===== config.mk =====
export PLATFORM = sky130hd
export DESIGN_NAME = peripheral_clock_gating
export DESIGN_NICKNAME = d
export VERILOG_FILES = /design/src/clock_gating_pkg.sv /design/src/peripheral_clock_gating.sv
export VERILOG_INCLUDE_DIRS = /design/src
export SDC_FILE = /design/constraint.sdc
export NUM_CORES = 1
export LEC_CHECK = 0
export ABC_CLOCK_PERIOD_IN_PS = 1600
export BUFFER_PORTS_ARGS = -buffer_cell sky130_fd_sc_hd__buf_2
export CORE_UTILIZATION = 35
export DETAILED_ROUTE_END_ITERATION = 10
export PLACE_DENSITY = 0.72
export SLEW_MARGIN = 0
export SYNTH_ARGS = -nofsm -noshare
export SYNTH_HDL_FRONTEND = slang
export SYNTH_SLANG_ARGS = --single-unit

===== constraint.sdc =====
create_clock -name aclk -period 1.6 [get_ports aclk]
set_input_delay 0.16 -clock aclk [delete_from_list [all_inputs] [get_ports aclk]]
set_output_delay 0.16 -clock aclk [all_outputs]
set_load 0.01 [all_outputs]

===== src/clock_gating_params.svh =====
// constants for the peripheral clock gating block
// assumes inclusion by bare name from the design file
`ifndef CLOCK_GATING_PARAMS_SVH
`define CLOCK_GATING_PARAMS_SVH

`define OFF_GATE_A        32'h0000_0000
`define OFF_GATE_B        32'h0000_0004
`define OFF_SLEEP_CTRL    32'h0000_0008
`define OFF_ANALOG_CTRL   32'h0000_000c
`define OFF_STATUS        32'h0000_0010
`define ADDR_LSB          2
`define ADDR_BITS         5

`define GATE_A_MASK       8'h2c
`define GATE_B_MASK       8'h81
`define GATE_RESET        8'h00
`define CTRL_RESET        8'h00
`define BIT_TIMER8        5
`define BIT_TIMER16       3
`define BIT_SPI           2
`define BIT_USB           7
`define BIT_SERIAL        0

`define SLEEP_MODE_LSB    1
`define SLEEP_MODE_MSB    3
`define SLEEP_CTRL_MASK   8'h0e
`define ANALOG_CTRL_MASK  8'h07
`define BIT_CMP_OFF       0
`define BIT_CMP_USE_REF   1
`define BIT_WDT_EN        2

`define RESP_OKAY         2'b00
`define RESP_SLVERR       2'b10

`endif


===== src/clock_gating_pkg.sv =====
// types for the peripheral clock gating block
// assumes nothing of its surroundings
package clock_gating_pkg;
   typedef enum logic [2:0] {
      sleep_idle       = 3'b000,
      sleep_powerdown  = 3'b010,
      sleep_powersave  = 3'b011,
      sleep_standby    = 3'b110,
      sleep_ext_stby   = 3'b111
   } sleep_mode_e;
   typedef enum logic [1:0] {
      bus_idle  = 2'b00,
      bus_resp  = 2'b01
   } bus_state_e;
endpackage


===== src/peripheral_clock_gating.sv =====
// peripheral clock gating and sleep power control, one AXI4-Lite slave
// assumes the gated clocks are derived from aclk and that fuse and sleep inputs are static or synchronous
// What this block does
// - a set gate bit stops that clock, freezes state and blocks register access
// - gating never releases resources the peripheral holds
// - clearing a gate bit resumes the clock with unchanged state
// - gating acts in active and idle states regardless of sleep mode
// - gate_a bit 5 stops the 8-bit timer clock
// - gate_a bit 3 stops the 16-bit timer clock
// - gate_a bit 2 stops the spi clock
// - gate_b bit 7 stops the usb clock
// - gate_b bit 0 stops the serial port clock
// - reserved gate bits always read zero
// - comparator is forced off in every sleep mode except idle
// - reference stays on in sleep when comparator uses it and is enabled
// - reference is on only while brown-out detector or comparator is on, or comparator is set to use it
// - brown-out detector enabled by fuses keeps running in all sleep modes
// - enabled watchdog keeps running in all sleep modes
// - input buffers are off in sleep modes that stop the io clock
// - wake-up pin buffers stay on even when io clock stops
// - digital input disable register turns off selected analog pin buffers always
// - debug fuse keeps main clock source running in every sleep mode
// - power-down, power-save and standby stop the cpu and io clocks, not the gated peripheral clocks; idle only the cpu clock
`timescale 1ns/1ps
`include "clock_gating_params.svh"

module peripheral_clock_gating
   import clock_gating_pkg::*;
(
   input  wire logic        aclk,
   input  wire logic        aresetn,
   input  wire logic [31:0] s_axi_awaddr,
   input  wire logic        s_axi_awvalid,
   output      logic        s_axi_awready,
   input  wire logic [31:0] s_axi_wdata,
   input  wire logic [3:0]  s_axi_wstrb,
   input  wire logic        s_axi_wvalid,
   output      logic        s_axi_wready,
   output      logic [1:0]  s_axi_bresp,
   output      logic        s_axi_bvalid,
   input  wire logic        s_axi_bready,
   input  wire logic [31:0] s_axi_araddr,
   input  wire logic        s_axi_arvalid,
   output      logic        s_axi_arready,
   output      logic [31:0] s_axi_rdata,
   output      logic [1:0]  s_axi_rresp,
   output      logic        s_axi_rvalid,
   input  wire logic        s_axi_rready,
   input  wire logic        sleep_active,
   input  wire logic        brownout_enabled_fuse,
   input  wire logic        debug_enable_fuse,
   input  wire logic [7:0]  wake_pin_mask,
   input  wire logic [7:0]  digital_input_disable_reg,
   output      logic        clk_timer8,
   output      logic        clk_timer16,
   output      logic        clk_spi,
   output      logic        clk_usb,
   output      logic        clk_serial,
   output      logic [4:0]  periph_access_en,
   output      logic        clk_cpu_en,
   output      logic        clk_io_en,
   output      logic        main_osc_en,
   output      logic        comparator_en,
   output      logic        vref_en,
   output      logic        brownout_en,
   output      logic        watchdog_run,
   output      logic [7:0]  input_buffer_en
);

   // ----------------------------------------
   // registers
   // ----------------------------------------
   logic [7:0]  gate_a_reg;
   logic [7:0]  gate_b_reg;
   logic [7:0]  sleep_ctrl_reg;
   logic [7:0]  analog_ctrl_reg;

   logic [2:0]  sleep_sync_reg;
   logic        sleep_seen_reg;
   logic [4:0]  gate_hold_reg;

   bus_state_e  wr_state_reg;
   logic        aw_held_reg;
   logic        w_held_reg;
   logic [31:0] awaddr_reg;
   logic [31:0] wdata_reg;
   logic [3:0]  wstrb_reg;
   logic [1:0]  bresp_reg;
   logic        rvalid_reg;
   logic [31:0] rdata_reg;
   logic [1:0]  rresp_reg;

   // ----------------------------------------
   // sleep state decode
   // ----------------------------------------
   sleep_mode_e sleep_mode;
   wire         in_sleep;
   wire         deep_sleep;
   wire         known_mode;

   assign sleep_mode = sleep_mode_e'(sleep_ctrl_reg[`SLEEP_MODE_MSB:`SLEEP_MODE_LSB]);
   assign in_sleep   = sleep_seen_reg;
   assign known_mode = (sleep_mode == sleep_idle) || (sleep_mode == sleep_powerdown) ||
                       (sleep_mode == sleep_powersave) || (sleep_mode == sleep_standby) ||
                       (sleep_mode == sleep_ext_stby);
   // reserved codes are treated as idle
   assign deep_sleep = in_sleep && known_mode && (sleep_mode != sleep_idle);

   // every sleep mode stops the cpu clock; only the deep modes also stop the io clock
   assign clk_cpu_en  = !in_sleep;
   assign clk_io_en   = !deep_sleep;
   // the standby modes and the debug fuse keep the main oscillator up
   assign main_osc_en = !deep_sleep || debug_enable_fuse ||
                        (sleep_mode == sleep_standby) || (sleep_mode == sleep_ext_stby);

   // ----------------------------------------
   // analog and always-on domains
   // ----------------------------------------
   wire cmp_sw_on;
   wire cmp_uses_ref;

   assign cmp_sw_on     = !analog_ctrl_reg[`BIT_CMP_OFF];
   assign cmp_uses_ref  = cmp_sw_on && analog_ctrl_reg[`BIT_CMP_USE_REF];
   // the comparator drops out in deep sleep on its own, without software
   assign comparator_en = cmp_sw_on && !deep_sleep;
   // the brown-out detector follows its fuses alone, asleep or awake
   assign brownout_en   = brownout_enabled_fuse;
   // a comparator still routed to the reference keeps it alive through deep sleep
   assign vref_en       = brownout_enabled_fuse || comparator_en || cmp_uses_ref;
   // the watchdog enable is not touched by any sleep mode
   assign watchdog_run  = analog_ctrl_reg[`BIT_WDT_EN];

   // is left to software: vref_en gives the moment the reference restarts
   assign input_buffer_en = (deep_sleep ? wake_pin_mask : 8'hff)
                            & ~digital_input_disable_reg;

   // ----------------------------------------
   // clock gates
   // ----------------------------------------
   wire [4:0] gate_req;
   wire [4:0] gated_clk;

   assign gate_req = {gate_b_reg[`BIT_SERIAL], gate_b_reg[`BIT_USB], gate_a_reg[`BIT_SPI],
                      gate_a_reg[`BIT_TIMER16], gate_a_reg[`BIT_TIMER8]};

   // gate enable is latched on the falling edge, so it only changes while aclk is low
   always_ff @(negedge aclk) begin
      if (!aresetn) begin
         gate_hold_reg <= 5'h00;
      end else begin
         gate_hold_reg <= gate_req;
      end
   end

   // one gate per peripheral, in the bit order of gate_req
   genvar g;
   generate
      for (g = 0; g < 5; g = g + 1) begin : gate_gen
         // peripheral keeps its flops while stopped; no reset is sent on gating
         assign gated_clk[g]        = aclk & ~gate_hold_reg[g];
         // access is cut in the cycle after the write, before the clock stops at the falling edge
         assign periph_access_en[g] = ~gate_req[g];
      end
   endgenerate

   // gated clocks stay low while their gate is closed
   assign clk_timer8  = gated_clk[0];
   assign clk_timer16 = gated_clk[1];
   assign clk_spi     = gated_clk[2];
   assign clk_usb     = gated_clk[3];
   assign clk_serial  = gated_clk[4];

   // ----------------------------------------
   // sleep input synchroniser
   // ----------------------------------------
   always_ff @(posedge aclk) begin
      if (!aresetn) begin
         sleep_sync_reg <= 3'b000;
         sleep_seen_reg <= 1'b0;
      end else begin
         sleep_sync_reg <= {sleep_sync_reg[1:0], sleep_active};
         // a level counts only once the last two stages agree, so a short glitch is not seen
         if (sleep_sync_reg[2] == sleep_sync_reg[1]) begin
            sleep_seen_reg <= sleep_sync_reg[2];
         end
      end
   end

   // ----------------------------------------
   // write channel
   // ----------------------------------------
   wire        aw_take;
   wire        w_take;
   wire        have_aw;
   wire        have_w;
   wire [31:0] wr_addr;
   wire [31:0] wr_data;
   wire [3:0]  wr_strb;
   wire        do_write;
   wire        wr_hit;
   wire        wr_lane0;
   wire [31:0] wr_offset;
   wire        wr_sel_gate_a;
   wire        wr_sel_gate_b;
   wire        wr_sel_sleep;
   wire        wr_sel_analog;
   wire        wr_sel_status;

   assign s_axi_awready = (wr_state_reg == bus_idle) && !aw_held_reg;
   assign s_axi_wready  = (wr_state_reg == bus_idle) && !w_held_reg;
   assign aw_take  = s_axi_awvalid && s_axi_awready;
   assign w_take   = s_axi_wvalid && s_axi_wready;
   assign have_aw  = aw_held_reg || aw_take;
   assign have_w   = w_held_reg || w_take;
   assign wr_addr  = aw_held_reg ? awaddr_reg : s_axi_awaddr;
   assign wr_data  = w_held_reg ? wdata_reg : s_axi_wdata;
   assign wr_strb  = w_held_reg ? wstrb_reg : s_axi_wstrb;
   assign do_write = (wr_state_reg == bus_idle) && have_aw && have_w;
   assign wr_lane0 = wr_strb[0];

   // ----------------------------------------
   // write address decode
   // ----------------------------------------
   // only the low address bits decode, so every register also answers at aliases higher up
   assign wr_offset     = {{(32-`ADDR_BITS){1'b0}}, wr_addr[`ADDR_BITS-1:0]};
   assign wr_sel_gate_a = (wr_offset == `OFF_GATE_A);
   assign wr_sel_gate_b = (wr_offset == `OFF_GATE_B);
   assign wr_sel_sleep  = (wr_offset == `OFF_SLEEP_CTRL);
   assign wr_sel_analog = (wr_offset == `OFF_ANALOG_CTRL);
   assign wr_sel_status = (wr_offset == `OFF_STATUS);
   // an unmapped address is answered with an error and changes nothing
   assign wr_hit        = wr_sel_gate_a || wr_sel_gate_b || wr_sel_sleep || wr_sel_analog || wr_sel_status;

   always_ff @(posedge aclk) begin
      if (!aresetn) begin
         wr_state_reg <= bus_idle;
         aw_held_reg  <= 1'b0;
         w_held_reg   <= 1'b0;
         awaddr_reg   <= 32'h0000_0000;
         wdata_reg    <= 32'h0000_0000;
         wstrb_reg    <= 4'h0;
         bresp_reg    <= `RESP_OKAY;
      end else begin
         case (wr_state_reg)
            // address and data may come in either order; whichever comes first is parked
            bus_idle: begin
               if (do_write) begin
                  aw_held_reg  <= 1'b0;
                  w_held_reg   <= 1'b0;
                  bresp_reg    <= wr_hit ? `RESP_OKAY : `RESP_SLVERR;
                  wr_state_reg <= bus_resp;
               end else begin
                  if (aw_take) begin
                     aw_held_reg <= 1'b1;
                     awaddr_reg  <= s_axi_awaddr;
                  end
                  if (w_take) begin
                     w_held_reg <= 1'b1;
                     wdata_reg  <= s_axi_wdata;
                     wstrb_reg  <= s_axi_wstrb;
                  end
               end
            end
            bus_resp: begin
               if (s_axi_bready) begin
                  wr_state_reg <= bus_idle;
               end
            end
            default: begin
               wr_state_reg <= bus_idle;
            end
         endcase
      end
   end

   // the write answer stands until the master takes it
   assign s_axi_bvalid = (wr_state_reg == bus_resp);
   assign s_axi_bresp  = bresp_reg;

   // ----------------------------------------
   // control registers
   // ----------------------------------------
   wire       wr_en;
   wire [7:0] gate_a_next;
   wire [7:0] gate_b_next;
   wire [7:0] sleep_ctrl_next;
   wire [7:0] analog_ctrl_next;

   // a write with the low byte lane switched off is answered but changes nothing
   assign wr_en            = do_write && wr_lane0;
   // reserved gate bits are masked on the way in, so they can never read back as one
   assign gate_a_next      = (wr_en && wr_sel_gate_a) ? (wr_data[7:0] & `GATE_A_MASK) : gate_a_reg;
   assign gate_b_next      = (wr_en && wr_sel_gate_b) ? (wr_data[7:0] & `GATE_B_MASK) : gate_b_reg;
   assign sleep_ctrl_next  = (wr_en && wr_sel_sleep) ? (wr_data[7:0] & `SLEEP_CTRL_MASK) : sleep_ctrl_reg;
   assign analog_ctrl_next = (wr_en && wr_sel_analog) ? (wr_data[7:0] & `ANALOG_CTRL_MASK) : analog_ctrl_reg;

   always_ff @(posedge aclk) begin
      if (!aresetn) begin
         gate_a_reg      <= `GATE_RESET;
         gate_b_reg      <= `GATE_RESET;
         sleep_ctrl_reg  <= `CTRL_RESET;
         analog_ctrl_reg <= `CTRL_RESET;
      end else begin
         gate_a_reg      <= gate_a_next;
         gate_b_reg      <= gate_b_next;
         sleep_ctrl_reg  <= sleep_ctrl_next;
         analog_ctrl_reg <= analog_ctrl_next;
      end
   end

   // ----------------------------------------
   // read channel
   // ----------------------------------------
   wire        ar_take;
   wire [7:0]  status_word;
   wire [31:0] rd_offset;
   wire        rd_sel_gate_a;
   wire        rd_sel_gate_b;
   wire        rd_sel_sleep;
   wire        rd_sel_analog;
   wire        rd_sel_status;
   wire [7:0]  rd_byte;
   wire [31:0] rd_word;
   wire        rd_hit;

   // a new read address is refused while the previous answer still waits
   assign s_axi_arready = !rvalid_reg;
   assign ar_take       = s_axi_arvalid && s_axi_arready;
   // status, msb first: reference, comparator, oscillator, io clock, cpu clock, sleep, brown-out, watchdog
   assign status_word   = {vref_en, comparator_en, main_osc_en, clk_io_en, clk_cpu_en, in_sleep,
                           brownout_en, watchdog_run};

   // ----------------------------------------
   // read data select
   // ----------------------------------------
   assign rd_offset     = {{(32-`ADDR_BITS){1'b0}}, s_axi_araddr[`ADDR_BITS-1:0]};
   assign rd_sel_gate_a = (rd_offset == `OFF_GATE_A);
   assign rd_sel_gate_b = (rd_offset == `OFF_GATE_B);
   assign rd_sel_sleep  = (rd_offset == `OFF_SLEEP_CTRL);
   assign rd_sel_analog = (rd_offset == `OFF_ANALOG_CTRL);
   assign rd_sel_status = (rd_offset == `OFF_STATUS);
   assign rd_hit        = rd_sel_gate_a || rd_sel_gate_b || rd_sel_sleep || rd_sel_analog || rd_sel_status;
   assign rd_byte       = ({8{rd_sel_gate_a}} & gate_a_reg) |
                          ({8{rd_sel_gate_b}} & gate_b_reg) |
                          ({8{rd_sel_sleep}}  & sleep_ctrl_reg) |
                          ({8{rd_sel_analog}} & analog_ctrl_reg) |
                          ({8{rd_sel_status}} & status_word);
   // registers sit in the low byte; the upper bytes read as zero
   assign rd_word       = {24'h000000, rd_byte};

   always_ff @(posedge aclk) begin
      if (!aresetn) begin
         rvalid_reg <= 1'b0;
         rdata_reg  <= 32'h0000_0000;
         rresp_reg  <= `RESP_OKAY;
      end else if (ar_take) begin
         rvalid_reg <= 1'b1;
         rdata_reg  <= rd_word;
         rresp_reg  <= rd_hit ? `RESP_OKAY : `RESP_SLVERR;
      end else if (s_axi_rready) begin
         rvalid_reg <= 1'b0;
      end
   end

   // read data and response come from flops and stand until taken
   assign s_axi_rvalid = rvalid_reg;
   assign s_axi_rdata  = rdata_reg;
   assign s_axi_rresp  = rresp_reg;

endmodule


==> results.md, run 1 <==
- Worst hold-check path type: input pin to flip-flop
- Worst flop-to-flop path startpoint: aw_held_reg
- Skew-Pair Late Insertion Delay: 360 ps
- Worst reg-to-reg path cell count: 4
- Detailed Route Iter0 Violations: 102
- Hold path depth: 2
- Clock Tree Root: clkbuf_8
- Leading area contributor after synthesis: dfxtp_1
- Final WL: 5362 um
- Syn-to-layout area delta: 29.95%
- Critical path's slowest cell: dfxtp_1
- CTS tree: done
- GRT Overall Usage: 0.1537
- Initial Util: 0.3664
- Hold Crit Endpoint: sleep_sync_reg[0]
- Worst R2R End: gate_a_reg[5]
- Pins Over Slew Limit: 0
- PwrDens: 947.2 nW/um2
- Footprint of the multi-input gates: 1257 um2
- Synth Warn #: 0
- FP Rows: 29
- Sequential area share after synthesis: 0.3936
- Largest net degree at the start of global routing: 43
- Reg area: 927.1 um2
- Routed wire length per instance: 11.81 um
- Flops & latches, synth: 46
- Max stage delay on crit path: 290 ps
- RSZ-0062 raised after global routing: true
- VDD IR max: 0.9888 mV
- Detail-routed via count per cell: 4.659
- EDFF count, synth: 0
- # IOs: 192
- DRT antenna net count: 0
- Post-Place Worst Slack: -68.33 ps
- Hold-fix buffers at CTS: 0
- Crit end category: primary output
- Diodes inserted: 0
- Leakage: 1.466 nW
- Share of cells above drive strength 1: 0.3342
- Port Buf Inserts: 82
- Reg clk slew, reported paths: 90 ps
- DIE AREA: 7016 um2
- Final Hold Fails: 0
- Nets: 502
- Via count: 2115
- Number of global-route vias before repair: 1914
- Cell area after synthesis: 2340 um2
- Setup TNS: -1216 ps
- Async set-reset flop share out of synthesis: 0
- Library cells used by synthesis: 38
- Post-synth top flop: dfxtp_1
- First-pass GRT wire length: 8749 um
- Cts bufs inserted: 5
- First-pass iteration count of the detailed router: 4
- Worst reg-to-reg setup slack: -110 ps
- Element type at the critical path start: flip-flop
- Dpl hpwl: 4106 um
- DIE WIDTH: 83.76 um
- H-tree levels: 2
- Gr ovfl total: 0
- Crit-path cells: nor2_1 -> buf_2
- Top cells by area, synth: dfxtp_1 (39%), mux2i_1 (11%), buf_4 (8.7%)
- Status: finished with violations
- Setup WS post-layout: -214.0 ps
- Initial antenna violation count: 0
- Worst Path Required: 1440 ps
- Synth Area per Inst: 8.539 um2
- Min Hold Slack: 60.22 ps
- Critical path fanouts, max: 1
- Gate count of the mapped netlist: 274
- Core area: 6386 um2
- Clk buf depth: 2
- Worst Setup Path Type: flip-flop to primary output
- Routability cong.: 0.7836
- Max_cap viols: 0
- Failing checks: negative setup slack
- Hold Crit Start: sleep_active
- Max reg flops: 8
- Pwr Total: 0.002880 W
- Fill count: 627
- Critical Path AT: 1650 ps
- Setup Skew: 55.83 ps
- Share of the synthesized area in the top cell type: 0.3936
- Residual DRC count: 0
- Setup violators final: 14
- DIE HEIGHT: 83.76 um
-- stage by stage --
stage,util,cell area (um2),std cells
5_1_grt,0.4761,3040,454
4_1_cts,0.4708,3007,454
2_1_floorplan,-,2442,299
6_report,0.4761,3040,454
3_3_place_gp,0.4395,2806,434
3_5_place_dp,0.4395,2806,434
-- synth_stat cells (all sizes together), types with 6 or more instances --
| master | instances |
|---|---|
| dfxtp | 46 |
| nor2 | 33 |
| buf | 30 |
| nand2 | 26 |
| mux2i | 25 |
| inv | 15 |
| nor2b | 15 |
| o21ai | 12 |
| clkbuf | 8 |
| a21oi | 7 |
| and2 | 7 |
| mux2 | 7 |
| nand3 | 6 |
-- worst max path at each step --
stage                                start       endpoint  slack, ps  cells past startpoint
final                     gate_hold_reg[0]     clk_timer8       -210                      2
after detailed placement     awaddr_reg[0]  gate_a_reg[5]        -70                      4
after floorplan                aw_held_reg  gate_a_reg[5]        -60                      4
after global routing      gate_hold_reg[4]     clk_serial       -260                      2
after global placement       awaddr_reg[0]  gate_a_reg[5]        -60                      4
after CTS                 gate_hold_reg[0]     clk_timer8       -240                      2
-- critical path: cells and delay by family (launching register included) --
family        cells  cell delay, ps
buf+inv           1             130
flops             1             290
simple gates      1              80
-- placed cells by master (no fill, tap or decap), drive strengths merged, types with 4 or more instances in the layout --
cell type,synthesis,final
nor2,33,33
o32ai,4,4
a31oi,5,5
mux2,7,7
mux2i,25,25
nand3,6,6
and2,7,7
inv,15,25
conb,1,26
clkbuf,8,5
nor2b,15,15
a21oi,7,7
o21ai,12,12
buf,30,99
nand2,26,26
a21boi,4,4
dfxtp,46,46
-- cell type report --
class,count,share of cell area
clock buffers,10,0.03086
well taps,77,0.03169
multi-input cells,200,0.4136
flip-flops and latches,46,0.3049
repair buffers,94,0.1749
clock inverters,13,0.02675
inverters,14,0.01728
-- cells by family after synthesis --
family          share of synthesized area
compound gates                     0.1112
buf+inv                            0.1294
flops                              0.3936
other cells                      0.001603
simple gates                       0.2235
mux                                0.1406
-- where the power goes --
group | internal [W] | switching (W) | total [W]
Combinational | 0.000189 | 0.000228 | 0.000418
Sequential | 0.00119 | 0.0000238 | 0.00121
Clock | 0.000620 | 0.000631 | 0.00125
Total | 0.00200 | 0.000883 | 0.00288
-- layer usage --
layer  GRT usage  up-vias  share of wire
li1            -     1071              -
met1      0.2014      963           0.47
met2      0.2373       74           0.46
met3     0.03759        7          0.051
met4     0.07242        0          0.016
met5           0        -              0
-- timing repair --
action | 4_1_cts | 5_1_grt
setup buffers | 3 | 0
resized for setup | 9 | 7
pin swaps | 4 | 0
cloned | 0 | 0
setup endpoints to repair | 22 | 22
endpoints found under the hold margin | 0 | 0
No activity file was read; power rests on OpenSTA's default activity.
==> run 2, diff against run 1 <==
--- a/config.mk
+++ b/config.mk
@@ -6,12 +6,11 @@
 export SDC_FILE = /design/constraint.sdc
 export NUM_CORES = 1
 export LEC_CHECK = 0
-export ABC_CLOCK_PERIOD_IN_PS = 1600
+export ABC_CLOCK_PERIOD_IN_PS = 1800
 export BUFFER_PORTS_ARGS = -buffer_cell sky130_fd_sc_hd__buf_2
-export CORE_UTILIZATION = 35
+export CORE_UTILIZATION = 39
 export DETAILED_ROUTE_END_ITERATION = 10
-export PLACE_DENSITY = 0.72
-export SLEW_MARGIN = 0
+export PLACE_DENSITY = 0.77
 export SYNTH_ARGS = -nofsm -noshare
 export SYNTH_HDL_FRONTEND = slang
 export SYNTH_SLANG_ARGS = --single-unit
==> constraint.sdc (replaced) <==
create_clock -name aclk -period 1.8 [get_ports aclk]
set_input_delay 0.18 -clock aclk [delete_from_list [all_inputs] [get_ports aclk]]
set_output_delay 0.18 -clock aclk [all_outputs]
set_load 0.01 [all_outputs]
==> results.md, run 2 (synthesis gave the netlist of run 1 again) <==
- FP Rows: 27 (-6.9%)
- Initial antenna violation count: 0 (unchanged)
- Switching pwr: 0.0007956 W (-9.9%)
- First-pass GRT wire length: 8569 um (-2.1%)
- Seq pwr share: 0.422 (about the same)
- GRT Overall Usage: 0.1762 (+0.02244)
- Grt met1 use: 0.2156 (+0.01425)
- GR Util met3: 0.05143 (+0.01384)
- DRT antenna net count: 0 (unchanged)
- Clock Tree Root: clkbuf_8
- Worst Setup Path Type: flip-flop to primary output
- Fill count: 550 (-12%)
- Commonest non-fill, non-tap cell in the layout: buf_2
- Core area: 5642 um2 (-12%)
- Element type at the critical path start: flip-flop
- Sw frac: 0.3110 (+0.004279)
- Routed wire length per instance: 11.90 um (+0.72%)
- Clk buf depth: 2 (unchanged)
- Status: finished with violations
- Max reg flops: 8 (unchanged)
- DIE WIDTH: 79.46 um (-5.1%)
- DIE HEIGHT: 79.46 um (-5.1%)
- Worst Path Required: 1620 ps (+180 ps)
- PwrDens: 874.6 nW/um2 (-7.7%)
- Worst hold-check path type: input pin to flip-flop
- Setup violators final: 10 (-4)
- Initial Util: 0.4147 (+0.04835)
- Clock network fraction of total power: 0.445 (+0.011)
- Nets: 494 (-1.6%)
- CTS tree: done
- Largest net degree at the start of global routing: 43 (unchanged)
- Dpl hpwl: 3974 um (-3.2%)
- H-tree levels: 2 (unchanged)
- Final WL: 5246 um (-2.2%)
- GR peak layer: met2
- Min Hold Slack: 73.75 ps (+13.52 ps)
- Skew-Pair Late Insertion Delay: 370 ps (about the same)
- Diodes inserted: 0 (unchanged)
- Syn-to-layout area delta: 25.03%
- Critical Path AT: 1780 ps (+130 ps)
- Number of global-route vias before repair: 1902 (-0.63%)
- DIE AREA: 6313 um2 (-10%)
- Setup Skew: 66.29 ps (+10.46 ps)
- Setup WS post-layout: -162.2 ps (+51.78 ps)
- Hold-fix buffers at CTS: 0 (unchanged)
- Via count: 2071 (-2.1%)
- Detail-routed via count per cell: 4.696 (+0.81%)
- Gr ovfl total: 0 (unchanged)
- Reg clk slew, reported paths: 90 ps (about the same)
- Port Buf Inserts: 82 (unchanged)
- Pins Over Slew Limit: 0 (unchanged)
- Comb pwr share: 0.133 (-0.012)
- Commonest non-fill, non-tap cells in the layout: buf_2 (82), dfxtp_1 (42), nor2_1 (30), nand2_1 (26), conb_1 (26)
- Leakage: 1.420 nW (-3.1%)
- Crit end category: primary output
- First-pass iteration count of the detailed router: 4 (unchanged)
- Detailed Route Iter0 Violations: 111 (+8.8%)
- RSZ-0062 raised after global routing: true
- # IOs: 192 (unchanged)
- Residual DRC count: 0 (unchanged)
- Met2 Usage GRT: 0.2846 (+0.04736)
- Max_cap viols: 0 (unchanged)
- Final Hold Fails: 0 (unchanged)
- Fin util: 0.5185 (+0.04242)
- Internal power: 0.001763 W (-12%)
- Routability cong.: 0.8133 (+3.8%)
- VDD IR max: 0.7013 mV (-29%)
- Cts bufs inserted: 5 (unchanged)
- Critical path fanouts, max: 1 (unchanged)
- Failing checks: negative setup slack
- Post CTS Setup Buffer Count: 0 (-3)
- Share of cells above drive strength 1: 0.3171 (-0.01714)
[run 2: cell count changes in the layout (fill, tap and decap cells not counted), sizes merged]
cell | before | now
buf | 99 | 91
clkinv | 0 | 1
clkinvlp | 1 | 0
[run 2: stage by stage]
step | power, W | setup slack (ps) | area, um2 | std cells | TNS [ps]
detailed placement | 0.001695 | 45.82 | 2755 | 424 | 0
finish | 0.002558 | -162.2 | 2925 | 441 | -712.8
global route | 0.002742 | -256.0 | 2925 | 441 | -1059
global placement | 0.001686 | 52.05 | 2755 | 424 | 0
CTS | 0.002558 | -181.3 | 2900 | 441 | -738.7
floorplan | 0.001513 | 54.69 | 2434 | 299 | 0
[run 2: power groups by stage]
stage          logic [W]  clock network (W)  registers, W
2_1_floorplan   0.000244           0.000165       0.00110
3_3_place_gp    0.000327           0.000259       0.00110
3_5_place_dp    0.000334           0.000259       0.00110
4_1_cts         0.000337            0.00114       0.00108
5_1_grt         0.000378            0.00128       0.00108
6_report        0.000340            0.00114       0.00108
[run 2: worst max-delay path, cell delays in order, from the launching register on]
cell and delay [ps]:
dfxtp_2 310, nor2_2 90, buf_2 130
[run 2: routing by layer]
layer,vias to the layer above,part of all wire
met5,-,0
met4,0,0.015
met3,8,0.055
met2,77,0.48
met1,928,0.45
li1,1058,-
[run 2: final timing paths]
check,from,to,slack [ps],cells after the start
worst max register to register,aw_held_reg,gate_a_reg[5],60,4
worst min register to register,sleep_sync_reg[0],sleep_sync_reg[1],440,1
worst min-delay path,sleep_active,sleep_sync_reg[0],70,2
worst max-delay path,gate_hold_reg[3],clk_usb,-160,2
[run 2: timing repair]
item,in CTS,in global routing
pin swaps,0,3
gates cloned,0,0
resized for setup,0,10
endpoints found under the setup margin,10,18
[run 2: final cells by class]
class	instances	area, um2	share of cell area
clock inverter	13	80.08	0.02737
clock buffer	10	93.84	0.03208
multi-input combinational	200	1230	0.4204
timing repair buffer	86	452.9	0.1548
sequential	46	925.9	0.3165
tap	72	90.09	0.03080
inverter	14	52.55	0.01796
